## src/inc/anx_pkg.sv

```systemverilog
// Package with register map, field positions, states and timing constants
// ****************************************
// ****************************************
package anx_pkg;
	localparam logic [4:0] REG_BASIC_CONTROL  = 5'h00;
	localparam logic [4:0] REG_BASIC_STATUS   = 5'h01;
	localparam logic [4:0] REG_LOCAL_ADVERT   = 5'h04;
	localparam logic [4:0] REG_PARTNER_AB     = 5'h05;
	localparam logic [4:0] REG_EXPANSION      = 5'h06;
	localparam logic [4:0] REG_NEXT_PAGE_TX   = 5'h07;
	localparam logic [4:0] REG_XCVR_CONTROL   = 5'h10;

	localparam int BIT_RESTART      = 9;
	localparam int BIT_NEG_ENABLE   = 12;
	localparam int BIT_PAUSE        = 10;
	localparam int BIT_ASYM_PAUSE   = 11;
	localparam int BIT_NEG_COMPLETE = 5;
	localparam int BIT_LINK_STATUS  = 2;
	localparam int BIT_PARTNER_NEG  = 0;
	localparam int BIT_PD_FAULT     = 4;
	localparam int BIT_PARTNER_10   = 5;
	localparam int BIT_PARTNER_100  = 7;
	localparam int BIT_XOVER_AUTO   = 6;
	localparam int BIT_XOVER_FORCE  = 5;

	localparam logic [4:0]  SELECTOR_8023   = 5'h01;
	localparam logic [15:0] CONTROL_RESET   = 16'h1000;
	localparam logic [15:0] ADVERT_RESET    = 16'h01e1;
	localparam logic [15:0] STATUS_ABILITY  = 16'h7948;
	localparam logic [15:0] XCVR_RESET      = 16'h0040;
	localparam logic [15:0] NEXT_PAGE_RESET = 16'h2001;

	// Resolved speeds
	typedef enum logic [1:0]
	{
		SPD_10   = 2'b00,
		SPD_100  = 2'b01,
		SPD_1000 = 2'b10,
		SPD_NONE = 2'b11
	} anx_speed_type;

	typedef enum logic [2:0]
	{
		ST_DISABLED = 3'b000,
		ST_BREAK    = 3'b001,
		ST_XOVER    = 3'b010,
		ST_EXCHANGE = 3'b011,
		ST_LINK_UP  = 3'b100
	} anx_state_type;

	// Timing figures
	localparam int CLK_MHZ          = 100;
	localparam int BREAK_LINK_MS    = 1200;
	localparam int XOVER_SLOT_MS    = 62;
	localparam int NEG_TIME_MS      = 2500;
	localparam int BREAK_LINK_CYC   = BREAK_LINK_MS * CLK_MHZ * 1000;
	localparam int XOVER_SLOT_CYC   = XOVER_SLOT_MS * CLK_MHZ * 1000;
	localparam int NEG_TIME_CYC     = NEG_TIME_MS * CLK_MHZ * 1000;
endpackage

```

## src/rtl/anx_sync.sv

```systemverilog
// Two-flop synchroniser for pin inputs
`timescale 1ns/1ps
`default_nettype none
module anx_sync #(
	parameter int WIDTH = 1
)(
	input  wire logic             sys_clk,
	input  wire logic             rst_n,
	input  wire logic [WIDTH-1:0] async_in,
	output logic      [WIDTH-1:0] sync_out
);
	logic [WIDTH-1:0] meta_q;

	initial
	begin
		if (WIDTH < 1) $error("anx_sync: WIDTH must be positive");
	end

	always_ff @(posedge sys_clk)
	begin
		if (!rst_n)
		begin
			meta_q   <= '0;
			sync_out <= '0;
		end
		else
		begin
			meta_q   <= async_in;
			sync_out <= meta_q;
		end
	end
endmodule
`default_nettype wire

```

## src/rtl/anx_xover.sv

```systemverilog
// Pair crossover resolver: hunts for link by alternating pair assignment
`timescale 1ns/1ps
`default_nettype none
module anx_xover #(
	parameter int SLOT_CYC = anx_pkg::XOVER_SLOT_CYC
)(
	input  wire logic sys_clk,
	input  wire logic rst_n,
	input  wire logic auto_en,
	input  wire logic force_crossed,
	input  wire logic energy_seen,
	output logic      crossed,
	output logic      resolved
);
	import anx_pkg::*;

	logic [31:0] slot_q;

	initial
	begin
		if (SLOT_CYC < 1) $error("anx_xover: SLOT_CYC must be positive");
	end

	// Works from the receive energy, auto_en and force_crossed alone, so speed or negotiation mode is irrelevant
	always_ff @(posedge sys_clk)
	begin
		if (!rst_n)
		begin
			slot_q   <= '0;
			crossed  <= 1'b0;
			resolved <= 1'b0;
		end
		else if (!auto_en)
		begin
			slot_q   <= '0;
			crossed  <= force_crossed;
			resolved <= 1'b1;
		end
		else if (energy_seen)
		begin
			slot_q   <= '0;
			resolved <= 1'b1;
		end
		else if (slot_q == 32'(SLOT_CYC - 1))
		begin
			slot_q   <= '0;
			crossed  <= ~crossed;
			resolved <= 1'b0;
		end
		else
		begin
			slot_q   <= slot_q + 32'h1;
			resolved <= 1'b0;
		end
	end
endmodule
`default_nettype wire

```

## src/rtl/anx_core.sv

```systemverilog
// Negotiation control, status registers and crossover control
`timescale 1ns/1ps
`default_nettype none
module anx_core #(
	parameter int BREAK_CYC = anx_pkg::BREAK_LINK_CYC,
	parameter int NEG_CYC   = anx_pkg::NEG_TIME_CYC,
	parameter int SLOT_CYC  = anx_pkg::XOVER_SLOT_CYC
)(
	input  wire logic                  sys_clk,
	input  wire logic                  rst_n,
	// Management register port
	input  wire logic                  reg_wr,
	input  wire logic                  reg_rd,
	input  wire logic [4:0]            reg_addr,
	input  wire logic [15:0]           reg_wdata,
	output logic      [15:0]           reg_rdata,
	// Straps, sampled at reset release
	input  wire logic                  neg_disable_strap,
	input  wire logic                  crossover_disable_strap,
	input  wire logic                  forced_pair_select_strap,
	input  wire logic                  multiport_node,
	// Line side, from the receivers
	input  wire logic                  partner_page_valid,
	input  wire logic [15:0]           partner_page,
	input  wire logic                  partner_master_seed,
	input  wire logic                  rx_link_10,
	input  wire logic                  rx_link_100,
	input  wire logic                  rx_energy,
	input  wire logic                  partner_np_valid,
	// Line side, to the transmitters
	output logic                       tx_quiet,
	output logic                       flp_send,
	output logic      [15:0]           flp_page,
	output logic                       pairs_crossed,
	output logic                       link_up,
	output anx_pkg::anx_speed_type     link_speed,
	output logic                       full_duplex,
	output logic                       gig_master
);
	import anx_pkg::*;

	// ****************************************
	// Input synchronisers
	// ****************************************
	logic [25:0] pin_raw;
	logic [25:0] pin_s;
	logic       strap_neg_off;
	logic       strap_xover_off;
	logic       strap_force_x;
	logic       multi_s;
	logic       page_v_s;
	logic       link10_s;
	logic       link100_s;
	logic       energy_s;
	logic       np_v_s;
	logic       seed_s;
	logic [15:0] page_s;

	// Page word shares the valid's latency, so it is settled when taken
	assign pin_raw = {partner_page, multiport_node, partner_master_seed,
		neg_disable_strap, crossover_disable_strap,
		forced_pair_select_strap, partner_page_valid, rx_link_10,
		rx_link_100, rx_energy, partner_np_valid};

	anx_sync #(.WIDTH(26)) u_sync (
		.sys_clk  (sys_clk),
		.rst_n    (rst_n),
		.async_in (pin_raw),
		.sync_out (pin_s)
	);

	assign page_v_s  = pin_s[4];
	assign link10_s  = pin_s[3];
	assign link100_s = pin_s[2];
	assign energy_s  = pin_s[1];
	assign np_v_s    = pin_s[0];
	assign seed_s    = pin_s[8];
	assign page_s    = pin_s[25:10];

	// Straps caught once, a few cycles after reset release
	logic [1:0] strap_cnt_q;
	logic       strap_neg_q;
	logic       strap_xo_q;
	logic       strap_fx_q;
	logic       multi_q;

	always_ff @(posedge sys_clk)
	begin
		if (!rst_n)
		begin
			strap_cnt_q <= '0;
			strap_neg_q <= 1'b0;
			strap_xo_q  <= 1'b0;
			strap_fx_q  <= 1'b0;
			multi_q     <= 1'b0;
		end
		else if (strap_cnt_q != 2'h3)
		begin
			strap_cnt_q <= strap_cnt_q + 2'h1;
			strap_neg_q <= pin_s[7];
			strap_xo_q  <= pin_s[6];
			strap_fx_q  <= pin_s[5];
			multi_q     <= pin_s[9];
		end
	end

	assign strap_neg_off   = strap_neg_q;
	assign strap_xover_off = strap_xo_q;
	assign strap_force_x   = strap_fx_q;
	assign multi_s         = multi_q;

	// ****************************************
	// Resolution helpers
	// ****************************************
	// Highest common technology, gigabit over 100 over 10, full over half
	function automatic logic [2:0] best_mode(input logic [15:0] loc,
		input logic [15:0] par, input logic gig);
		logic [15:0] c;
		c = loc & par;
		if (gig) best_mode = {SPD_1000, 1'b1};
		else if (c[8]) best_mode = {SPD_100, 1'b1};
		else if (c[7]) best_mode = {SPD_100, 1'b0};
		else if (c[6]) best_mode = {SPD_10, 1'b1};
		else if (c[5]) best_mode = {SPD_10, 1'b0};
		else best_mode = {SPD_NONE, 1'b0};
	endfunction

	// ****************************************
	// Registers
	// ****************************************
	logic [15:0] control_q;
	logic [15:0] advert_q;
	logic [15:0] partner_q;
	logic [15:0] np_tx_q;
	logic [15:0] xcvr_q;
	logic        neg_complete_q;
	logic        partner_neg_q;
	logic        pd_fault_q;
	logic        restart_req;
	logic        neg_enabled;
	logic        wr_ctrl;

	assign wr_ctrl = reg_wr && reg_addr == REG_BASIC_CONTROL;
	assign neg_enabled = control_q[BIT_NEG_ENABLE] && !strap_neg_off;
	assign restart_req = control_q[BIT_RESTART];

	anx_state_type state_q;
	logic [31:0]   timer_q;

	always_ff @(posedge sys_clk)
	begin
		if (!rst_n)
			control_q <= CONTROL_RESET;
		else if (wr_ctrl)
		begin
			control_q <= reg_wdata;
			if (strap_neg_off)
				control_q[BIT_NEG_ENABLE] <= 1'b0;
		end
		else if (strap_neg_off)
			control_q[BIT_NEG_ENABLE] <= 1'b0;
		else if (restart_req && state_q == ST_BREAK)
			control_q[BIT_RESTART] <= 1'b0;
	end

	always_ff @(posedge sys_clk)
	begin
		if (!rst_n)
		begin
			advert_q <= ADVERT_RESET;
			np_tx_q  <= NEXT_PAGE_RESET;
			xcvr_q   <= XCVR_RESET;
		end
		else if (reg_wr)
		begin
			if (reg_addr == REG_LOCAL_ADVERT)
				advert_q <= reg_wdata;
			else if (reg_addr == REG_NEXT_PAGE_TX)
				np_tx_q <= reg_wdata;
			else if (reg_addr == REG_XCVR_CONTROL)
				xcvr_q <= reg_wdata;
		end
	end

	// ****************************************
	// Crossover
	// ****************************************
	logic xover_done;

	anx_xover #(.SLOT_CYC(SLOT_CYC)) u_xover (
		.sys_clk       (sys_clk),
		.rst_n         (rst_n),
		.auto_en       (xcvr_q[BIT_XOVER_AUTO] && !strap_xover_off),
		.force_crossed (xcvr_q[BIT_XOVER_FORCE] || strap_force_x),
		.energy_seen   (energy_s),
		.crossed       (pairs_crossed),
		.resolved      (xover_done)
	);

	// ****************************************
	// Negotiation sequencer
	// ****************************************
	logic       pd_link;
	logic [2:0] mode;

	assign pd_link = link10_s ^ link100_s;
	assign mode = best_mode(advert_q, page_s, 1'b0);

	always_ff @(posedge sys_clk)
	begin
		if (!rst_n)
		begin
			state_q        <= ST_DISABLED;
			timer_q        <= '0;
			neg_complete_q <= 1'b0;
			partner_neg_q  <= 1'b0;
			pd_fault_q     <= 1'b0;
			partner_q      <= '0;
			link_up        <= 1'b0;
			link_speed     <= SPD_NONE;
			full_duplex    <= 1'b0;
			gig_master     <= 1'b0;
		end
		else if (!neg_enabled)
		begin
			state_q        <= ST_DISABLED;
			neg_complete_q <= 1'b0;
			link_up        <= 1'b0;
		end
		else if (restart_req)
		begin
			state_q        <= ST_BREAK;
			timer_q        <= '0;
			neg_complete_q <= 1'b0;
			link_up        <= 1'b0;
		end
		else
		begin
			case (state_q)
				ST_DISABLED:
				begin
					state_q <= ST_BREAK;
					timer_q <= '0;
				end
				ST_BREAK:
				begin
					timer_q <= timer_q + 32'h1;
					if (timer_q >= 32'(BREAK_CYC - 1))
					begin
						state_q <= ST_XOVER;
						timer_q <= '0;
					end
				end
				ST_XOVER:
					if (xover_done)
						state_q <= ST_EXCHANGE;
				ST_EXCHANGE:
				begin
					timer_q <= timer_q + 32'h1;
					if (page_v_s && timer_q >= 32'(NEG_CYC - 1)
						&& !np_v_s)
					begin
						partner_q      <= page_s;
						partner_neg_q  <= 1'b1;
						neg_complete_q <= 1'b1;
						state_q        <= ST_LINK_UP;
						link_up        <= mode[2:1] != SPD_NONE;
						link_speed     <= anx_speed_type'(mode[2:1]);
						full_duplex    <= mode[0];
						gig_master     <= multi_s || seed_s;
					end
					else if (!page_v_s && pd_link
						&& timer_q >= 32'(NEG_CYC - 1))
					begin
						partner_q <= '0;
						partner_q[4:0] <= SELECTOR_8023;
						partner_q[BIT_PARTNER_10]  <= link10_s;
						partner_q[BIT_PARTNER_100] <= link100_s;
						partner_neg_q  <= 1'b0;
						neg_complete_q <= 1'b1;
						state_q        <= ST_LINK_UP;
						link_up        <= 1'b1;
						link_speed     <= link100_s ? SPD_100 : SPD_10;
						full_duplex    <= 1'b0;
					end
					else if (!page_v_s && link10_s && link100_s)
						pd_fault_q <= 1'b1;
				end
				ST_LINK_UP:
					if (!(link10_s || link100_s || page_v_s))
					begin
						state_q        <= ST_BREAK;
						timer_q        <= '0;
						neg_complete_q <= 1'b0;
						link_up        <= 1'b0;
					end
				default:
					state_q <= ST_DISABLED;
			endcase
			// Fault clears on read while negotiation is enabled and no restart is pending, a new fault in the same cycle wins
			if (reg_rd && reg_addr == REG_EXPANSION
				&& !(state_q == ST_EXCHANGE && link10_s && link100_s))
				pd_fault_q <= 1'b0;
		end
	end

	// ****************************************
	// Transmit control
	// ****************************************
	always_ff @(posedge sys_clk)
	begin
		if (!rst_n)
		begin
			tx_quiet <= 1'b1;
			flp_send <= 1'b0;
			flp_page <= '0;
		end
		else
		begin
			tx_quiet <= state_q == ST_BREAK || state_q == ST_XOVER;
			flp_send <= state_q == ST_EXCHANGE;
			flp_page <= np_v_s ? np_tx_q : advert_q;
		end
	end

	// ****************************************
	// Read mux
	// ****************************************
	always_ff @(posedge sys_clk)
	begin
		if (!rst_n)
			reg_rdata <= '0;
		else if (reg_rd)
		begin
			if (reg_addr == REG_BASIC_CONTROL)
				reg_rdata <= control_q;
			else if (reg_addr == REG_BASIC_STATUS)
			begin
				reg_rdata <= STATUS_ABILITY;
				reg_rdata[BIT_NEG_COMPLETE] <= neg_complete_q;
				reg_rdata[BIT_LINK_STATUS]  <= link_up;
			end
			else if (reg_addr == REG_LOCAL_ADVERT)
				reg_rdata <= advert_q;
			else if (reg_addr == REG_PARTNER_AB)
				reg_rdata <= partner_q;
			else if (reg_addr == REG_EXPANSION)
			begin
				reg_rdata <= '0;
				reg_rdata[BIT_PARTNER_NEG] <= partner_neg_q;
				reg_rdata[BIT_PD_FAULT]    <= pd_fault_q;
			end
			else if (reg_addr == REG_NEXT_PAGE_TX)
				reg_rdata <= np_tx_q;
			else if (reg_addr == REG_XCVR_CONTROL)
				reg_rdata <= xcvr_q;
			else
				reg_rdata <= '0;
		end
	end
endmodule
`default_nettype wire

```

## config.mk

```make
export PLATFORM = sky130hd
export DESIGN_NAME = anx_core
export DESIGN_NICKNAME = d
export VERILOG_FILES = /design/src/inc/anx_pkg.sv /design/src/rtl/anx_sync.sv /design/src/rtl/anx_xover.sv /design/src/rtl/anx_core.sv
export SDC_FILE = /design/constraint.sdc
export NUM_CORES = 1
export LEC_CHECK = 0
export BUFFER_PORTS_ARGS = -buffer_cell sky130_fd_sc_hd__buf_2
export CORE_UTILIZATION = 53
export CTS_CLUSTER_DIAMETER = 100
export DETAILED_ROUTE_END_ITERATION = 10
export PLACE_DENSITY = 0.77
export SKIP_LAST_GASP = 1
export SYNTH_ARGS = -nofsm -noshare
export SYNTH_HDL_FRONTEND = slang
export SYNTH_HIERARCHICAL = 1
export SYNTH_SLANG_ARGS = --single-unit
```

## constraint.sdc

```tcl
create_clock -name sys_clk -period 2 [get_ports sys_clk]
set_clock_uncertainty 0.15 [all_clocks]
set_input_delay 0 -clock sys_clk [delete_from_list [all_inputs] [get_ports sys_clk]]
set_output_delay 0 -clock sys_clk [all_outputs]
set_load 0.05 [all_outputs]
```

# After elaboration in Yosys (flattened, before gate mapping)
# Index checks and enable logic that the tools add are counted.
[classes]
addsub = 3
order_cmp = 2
n_eq_ne = 26
mux = 53
bitwise = 9
n_reduce_logical = 48
[op_table]
columns = ["cell", "count"]
rows = [
  ["two-way mux 16 bit", 10],
  ["case mux 32 bit (4 select lines)", 1],
  ["two-way mux 32 bit", 3],
  ["adder 32 x 1 -> 32 bit, second input constant", 2],
  ["== test 32 x 23 -> 1 bit, second input constant", 1],
  [">= comparator 32 x 27 -> 1 bit, second input constant", 1],
  [">= comparator 32 x 28 -> 1 bit, second input constant", 1],
  ["two-way mux 3 bit", 9],
  ["two-way mux 1 bit", 25],
  ["== test 5 x 3 -> 1 bit, second input constant", 4],
  ["AND reduction 4 bit", 5],
  ["case mux 3 bit (5 select lines)", 1],
  ["logical AND 1 bit", 14],
  ["inequality test 2 bit, second input constant", 6],
  ["nonzero test 2 bit", 6],
  ["bitwise AND 9 bit", 1],
  ["inequality test 3 bit, second input constant", 3],
  ["AND reduction 3 bit", 3],
  ["inequality test 2 x 1 -> 1 bit, second input constant", 4],
  ["AND reduction 2 bit", 4],
  ["NOT 1 bit", 7],
  ["== test 3 x 2 -> 1 bit, second input constant", 2],
  ["AND reduction 6 bit", 1],
  ["== test 5 x 1 -> 1 bit, second input constant", 1],
  ["16 further kinds", 26],
]
[totals]
register_bits = 249
output_inout_bits = 40

# Logic depth before layout (Yosys ltp)
[depth]
word_depth = 8
mapped_depth = 8

# Modules after synthesis
# Netlist, hierarchy kept.
[by_module_without_submodules]
columns = ["module", "instances", "cells_per_inst", "area_each_um2", "seq_area_each_um2"]
rows = [
  ["anx_core", 1, 871, 7236.9, 3263.1],
  ["anx_xover", 1, 185, 1591.5, 680.7],
  ["anx_sync", 1, 109, 1456.4, 1041.0],
]

# Worst setup path after synthesis
# OpenSTA, ideal clock, no wires.
[synth_path]
path_type = "flip-flop to flip-flop"
from = "register u_sync.sync_out[2]"
to = "register timer_q[18]"
setup_ps = 115
arrival_time_ps = 1795
required_time_ps = 1735
setup_slack_ps = -60
stages_incl_launch_ff = 9
path_buffers = 0
period_less_slack_ps = 2060
path_cell_list = "dfxtp_1 -> inv_1 -> ha_1 -> nor3b_1 -> o311ai_4 -> nor3_2 -> nand4_1 -> xor2_1 -> nor2_2"
[synth_between]
elab_chain_len = 4
[synth_lines]
columns = ["element", "line", "source"]
rows = [
  ["from (decl)", "anx_sync.sv:10", "output logic [WIDTH-1:0] sync_out"],
  ["from (signal assigned)", "anx_sync.sv:29", "sync_out <= meta_q;"],
  ["logical OR 1 bit (2 in series)", "anx_core.sv:290", "if (!(link10_s || link100_s || page_v_s))"],
  ["inequality test 3 bit (no line)", "n/a", ""],
  ["AND reduction 3 bit (no line)", "n/a", ""],
  ["to (signal assigned)", "anx_core.sv:247", "timer_q <= timer_q + 32'h1;"],
  ["to (signal assigned)", "anx_core.sv:259", "timer_q <= timer_q + 32'h1;"],
  ["to (decl)", "anx_core.sv:148", "logic [31:0] timer_q;"],
]
# No other way between the ends.
# A chain may end at the register's enable or synchronous reset.

# Worst setup path after layout
[layout_path]
from = "register timer_q[12]"
to = "register timer_q[16]"
[layout_between]
elab_chain_len = 4
word_cells_on_any_way = 5
classes_between = "add/sub (1); order compare (1); mux (3)"
[layout_lines]
columns = ["element", "line", "source"]
rows = [
  ["adder 32 x 1 -> 32 bit or >= comparator 32 x 27 -> 1 bit (tied branches)", "anx_core.sv:247, anx_core.sv:259, anx_core.sv:248", ""],
  ["two-way mux 32 bit", "anx_core.sv:248", "if (timer_q >= 32'(BREAK_CYC - 1))"],
  ["case mux 32 bit (4 select lines) *", "anx_core.sv:239", "case (state_q)"],
  ["two-way mux 32 bit *", "anx_core.sv:230", "else if (restart_req)"],
]
# Mark *: on every way between the ends. The rest lies on a longest branch, timed or not.

==> impl_metrics.yaml <==
outcome:
  outcome: "finished, violations left"
  failing_checks: "setup timing"
logic_synthesis:
  synth.ff_latch_count: 249
  postSynthNetCount: 1220
  synthesized_area_per_cell_sq_um: 8.83
  synth_largest_type_area_fraction_pct: 48.5
  post_synth_num_cell_types: 77
  synth_enable_flop_cells: 0
  synth_top_area_cell: "sky130_fd_sc_hd__dfxtp_1"
  synth_flop_cell: "sky130_fd_sc_hd__dfxtp_1"
  yosysWarnings: 6
  syn-cell-area_sq_um: 10300
  postSynth.asyncResetShare_pct: 0
  yosysSeqAreaShare_pct: 48.5
  syn_inst: 1165
  synth_top_cells_by_area: "sky130_fd_sc_hd__dfxtp_1 48%, sky130_fd_sc_hd__nand2_1 7.3%, sky130_fd_sc_hd__a21oi_1 4.3%, sky130_fd_sc_hd__and2_2 3.8%, sky130_fd_sc_hd__nor2_1 3.2%"
placement:
  place.port_buffers: 90
  placed_area_sq_um: 11700
  detailed_placement_wirelength_estimate_mm: 17.5
  detailedPlace.worstSlack_ps: -135
  dp.cells: 1563
  gpl.final_weighted_congestion: 0.909
timing:
  worst_slew_margin_rel_pct: 54.2
  worst_hold_slack_ps: 58.8
  finalHoldViolCount: 0
  fin_crit_sh_pct: 107
  final_max_slew_viol_count: 0
  report.final.setup_viol: 34
  layout_min_cycle_time_ps: 2140
  setup_slack_ps: -142
  timing.fmax_mhz: 467
  tightest_slew_ps: 685
  grt_setup_unrepaired: "yes"
global_routing:
  grt_pass1_wl_mm: 44.2
  largest_net_degree_at_the_start_of_global_routing: 78
  antenna_found_initial: 0
  global_routing_usage_summed_across_all_routing_layers_pct: 27.4
  globalRouteOverflowTotal: 0
  grt_pass1_vias: 8984
setup_path:
  timing.critical_path.to_type: "flop"
  timing.critical_path.arrival_ps: 2440
  r2r_start: "timer_q[12]"
  timing.critical_path.required_ps: 2300
  cp_class: "reg -> reg"
  critical_path.startpoint_type: "flop"
  crit_path_start: "timer_q[12]"
  peak_fanout_along_the_critical_path: 6
clocking:
  cts.sinks: 249
  cts.reportedPaths.clkPinSlew_ps: 60
  h-tree-depth: 1
  cts_tree: "built"
  cts.path.max_buffers: 3
  cts_inserted_buffers: 26
  clockRootBuffer: "sky130_fd_sc_hd__clkbuf_16"
  clock_latency_reported_for_the_late_side_of_the_worst_skew_pair_ps: 530
min_path:
  hold_path_class: "in -> reg"
  hp-start: "reg_addr[3]"
floorplanning:
  dieHeight_um: 141
  row_count: 50
  start_util_pct: 54.4
  die_x_um: 141
  number_of_primary_i_o_pins: 91
  design.core.area_sq_um: 18900
  dieArea_sq_um: 20000
route:
  vias_per_cell: 5.59
  drt_pass1_iterations: 5
  ant_nets: 0
  detail_route.wirelength_mm: 27.9
  post-route-drc-count: 0
  num_vias: 9359
  dr.first_iter.drc_count: 880
  average_wire_per_standard_cell_um: 16.7
cells_and_area:
  layout_stage_area_growth_over_the_synthesis_result_pct: 33.2
  final_layout_size_suffix_gt1_share_pct: 28.8
  layout.cells.non_filler: 1674
  final_core_utilization_pct: 72.5
  finish.net_count: 1450
  num_antenna_cells: 0
  final_design_area_no_fill_sq_um: 13700
power_and_ir_drop:
  ir_drop_worst_vdd_v: 0.000694
  power.leakage_nw: 5.21
  cellPowerDensity_nw_per_um2: 856
flow_run:
  drv.max_cap_violation_count: 0
==> worst paths after layout <==
| kind | cells past startpoint | slack (ps) | end |
|---|---|---|---|
| worst min-delay path | 6 | 60 | control_q[11] |
| worst max-delay path | 7 | -140 | timer_q[16] |
| worst min register to register | 1 | 290 | u_sync/sync_out[9] |
| worst max register to register | 7 | -140 | timer_q[16] |
==> power by group <==
group | internal (mW) | total, mW | leakage (nW) | switching [mW]
clock | 3.29 | 5.27 | 0.466 | 1.98
combinational | 0.579 | 1.29 | 2.71 | 0.716
sequential | 5.09 | 5.16 | 2.03 | 0.0761
total | 8.96 | 11.7 | 5.21 | 2.77
==> critical path, cell delays in order, from the launching register on <==
cell                        delay [ps]
sky130_fd_sc_hd__dfxtp_2           320
sky130_fd_sc_hd__or4_4             570
sky130_fd_sc_hd__a311oi_4          260
sky130_fd_sc_hd__o31ai_4           110
sky130_fd_sc_hd__a31oi_4           230
sky130_fd_sc_hd__o21ai_4           140
sky130_fd_sc_hd__clkbuf_16         210
sky130_fd_sc_hd__nor2_2             90
==> routing by layer <==
layer  vias up  GRT usage (%)  routed length (um)
met5         -              0                   0
met2       408           46.5               13400
met4         0           8.30                 525
met3        51           5.03                2390
li1       4495              -                   -
met1      4405           35.3               11600
==> cell families (layout without fill, tap and decap cells) <==
kind of cell             count (synthesis)  count (layout)  share of synthesized area, %
AO/OA/AOI/OAI                          223             223                          14.3
adder cells (fa/ha/maj)                  4               4                         0.487
AND/OR/NAND/NOR                        526             526                          25.9
multiplexers                            32              32                          3.11
flip-flops                             249             249                          48.5
buffers and inverters                   80             329                          3.45
XOR/XNOR                                51              51                          4.34
==> Yosys cell counts (all sizes together), types with 3 or more instances <==
| cell type | n |
|---|---|
| a221o | 8 |
| xnor2 | 20 |
| and4 | 10 |
| buf | 21 |
| nor2b | 5 |
| a21boi | 4 |
| o32ai | 5 |
| o22ai | 9 |
| a22oi | 4 |
| a22o | 3 |
| o21ai | 40 |
| and2 | 59 |
| nand2 | 200 |
| nor2 | 99 |
| and3 | 21 |
| o311ai | 3 |
| xor2 | 31 |
| nand3 | 47 |
| ha | 4 |
| o221a | 3 |
| o21a | 6 |
| nand2b | 16 |
| o211ai | 8 |
| dfxtp | 249 |
| nor3 | 15 |
| nor4 | 10 |
| inv | 15 |
| a221oi | 6 |
| nand4 | 18 |
| mux2i | 32 |
| clkbuf | 44 |
| nor4b | 4 |
| a21oi | 92 |
| a31oi | 16 |
| or3 | 10 |
| o221ai | 4 |
==> layout by cell type, fill, tap and decap left out, types with 6 or more instances in the layout <==
cell,n
sky130_fd_sc_hd__a21oi_1,87
sky130_fd_sc_hd__a221o_1,8
sky130_fd_sc_hd__a221oi_1,6
sky130_fd_sc_hd__a31oi_1,13
sky130_fd_sc_hd__and2_1,6
sky130_fd_sc_hd__and2_2,52
sky130_fd_sc_hd__and3_1,15
sky130_fd_sc_hd__and4_1,6
sky130_fd_sc_hd__buf_2,91
sky130_fd_sc_hd__buf_4,105
sky130_fd_sc_hd__buf_6,11
sky130_fd_sc_hd__clkbuf_16,28
sky130_fd_sc_hd__clkbuf_8,7
sky130_fd_sc_hd__dfxtp_1,240
sky130_fd_sc_hd__dfxtp_2,7
sky130_fd_sc_hd__dlygate4sd3_1,53
sky130_fd_sc_hd__inv_1,11
sky130_fd_sc_hd__mux2i_1,32
sky130_fd_sc_hd__nand2_1,200
sky130_fd_sc_hd__nand2b_1,16
sky130_fd_sc_hd__nand3_1,44
sky130_fd_sc_hd__nand4_1,18
sky130_fd_sc_hd__nor2_1,78
sky130_fd_sc_hd__nor2_2,9
sky130_fd_sc_hd__nor2_4,12
sky130_fd_sc_hd__nor3_1,13
sky130_fd_sc_hd__nor4_1,7
sky130_fd_sc_hd__o211ai_1,8
sky130_fd_sc_hd__o21ai_0,36
sky130_fd_sc_hd__or3_1,8
sky130_fd_sc_hd__xnor2_1,20
sky130_fd_sc_hd__xor2_1,27
==> final cells by class <==
cell class | count | area (sq um)
fill | 1319 | 5190
inverter | 15 | 60.1
tap | 260 | 325
sequential | 249 | 5000
multi-input combinational | 836 | 5310
clock buffer | 34 | 751
timing repair buffer | 267 | 2050
clock inverter | 13 | 213
==> sequential cells by signal, indices dropped and copies added, names as in the netlist, 2 cells and up <==
name / count
u_xover/slot_q: 32
u_sync/sync_out: 26
control_q: 16
timer_q: 32
link_speed: 2
flp_page: 16
np_tx_q: 16
partner_q: 16
state_q: 3
xcvr_q: 16
strap_cnt_q: 2
advert_q: 16
u_sync/meta_q: 26
reg_rdata: 16
==> through the flow <==
step | total power [mW] | TNS [ps]
2_1_floorplan | 5.89 | -447
3_3_place_gp | 6.29 | -1890
3_5_place_dp | 6.31 | -4460
4_1_cts | 11.7 | -2700
5_1_grt | 12.1 | -6570
6_report | 11.7 | -3350
==> timing repair <==
action / CTS / global route
gates resized for setup: 27 / 68
hold buffers: 53 / 0
buffers inserted: 5 / 3
setup endpoints to repair: 56 / 92
gates cloned: 1 / 3
endpoints found under the hold margin: 117 / 0
pin swaps: 10 / 34
Note: power is estimated with default switching activity, not from simulation.
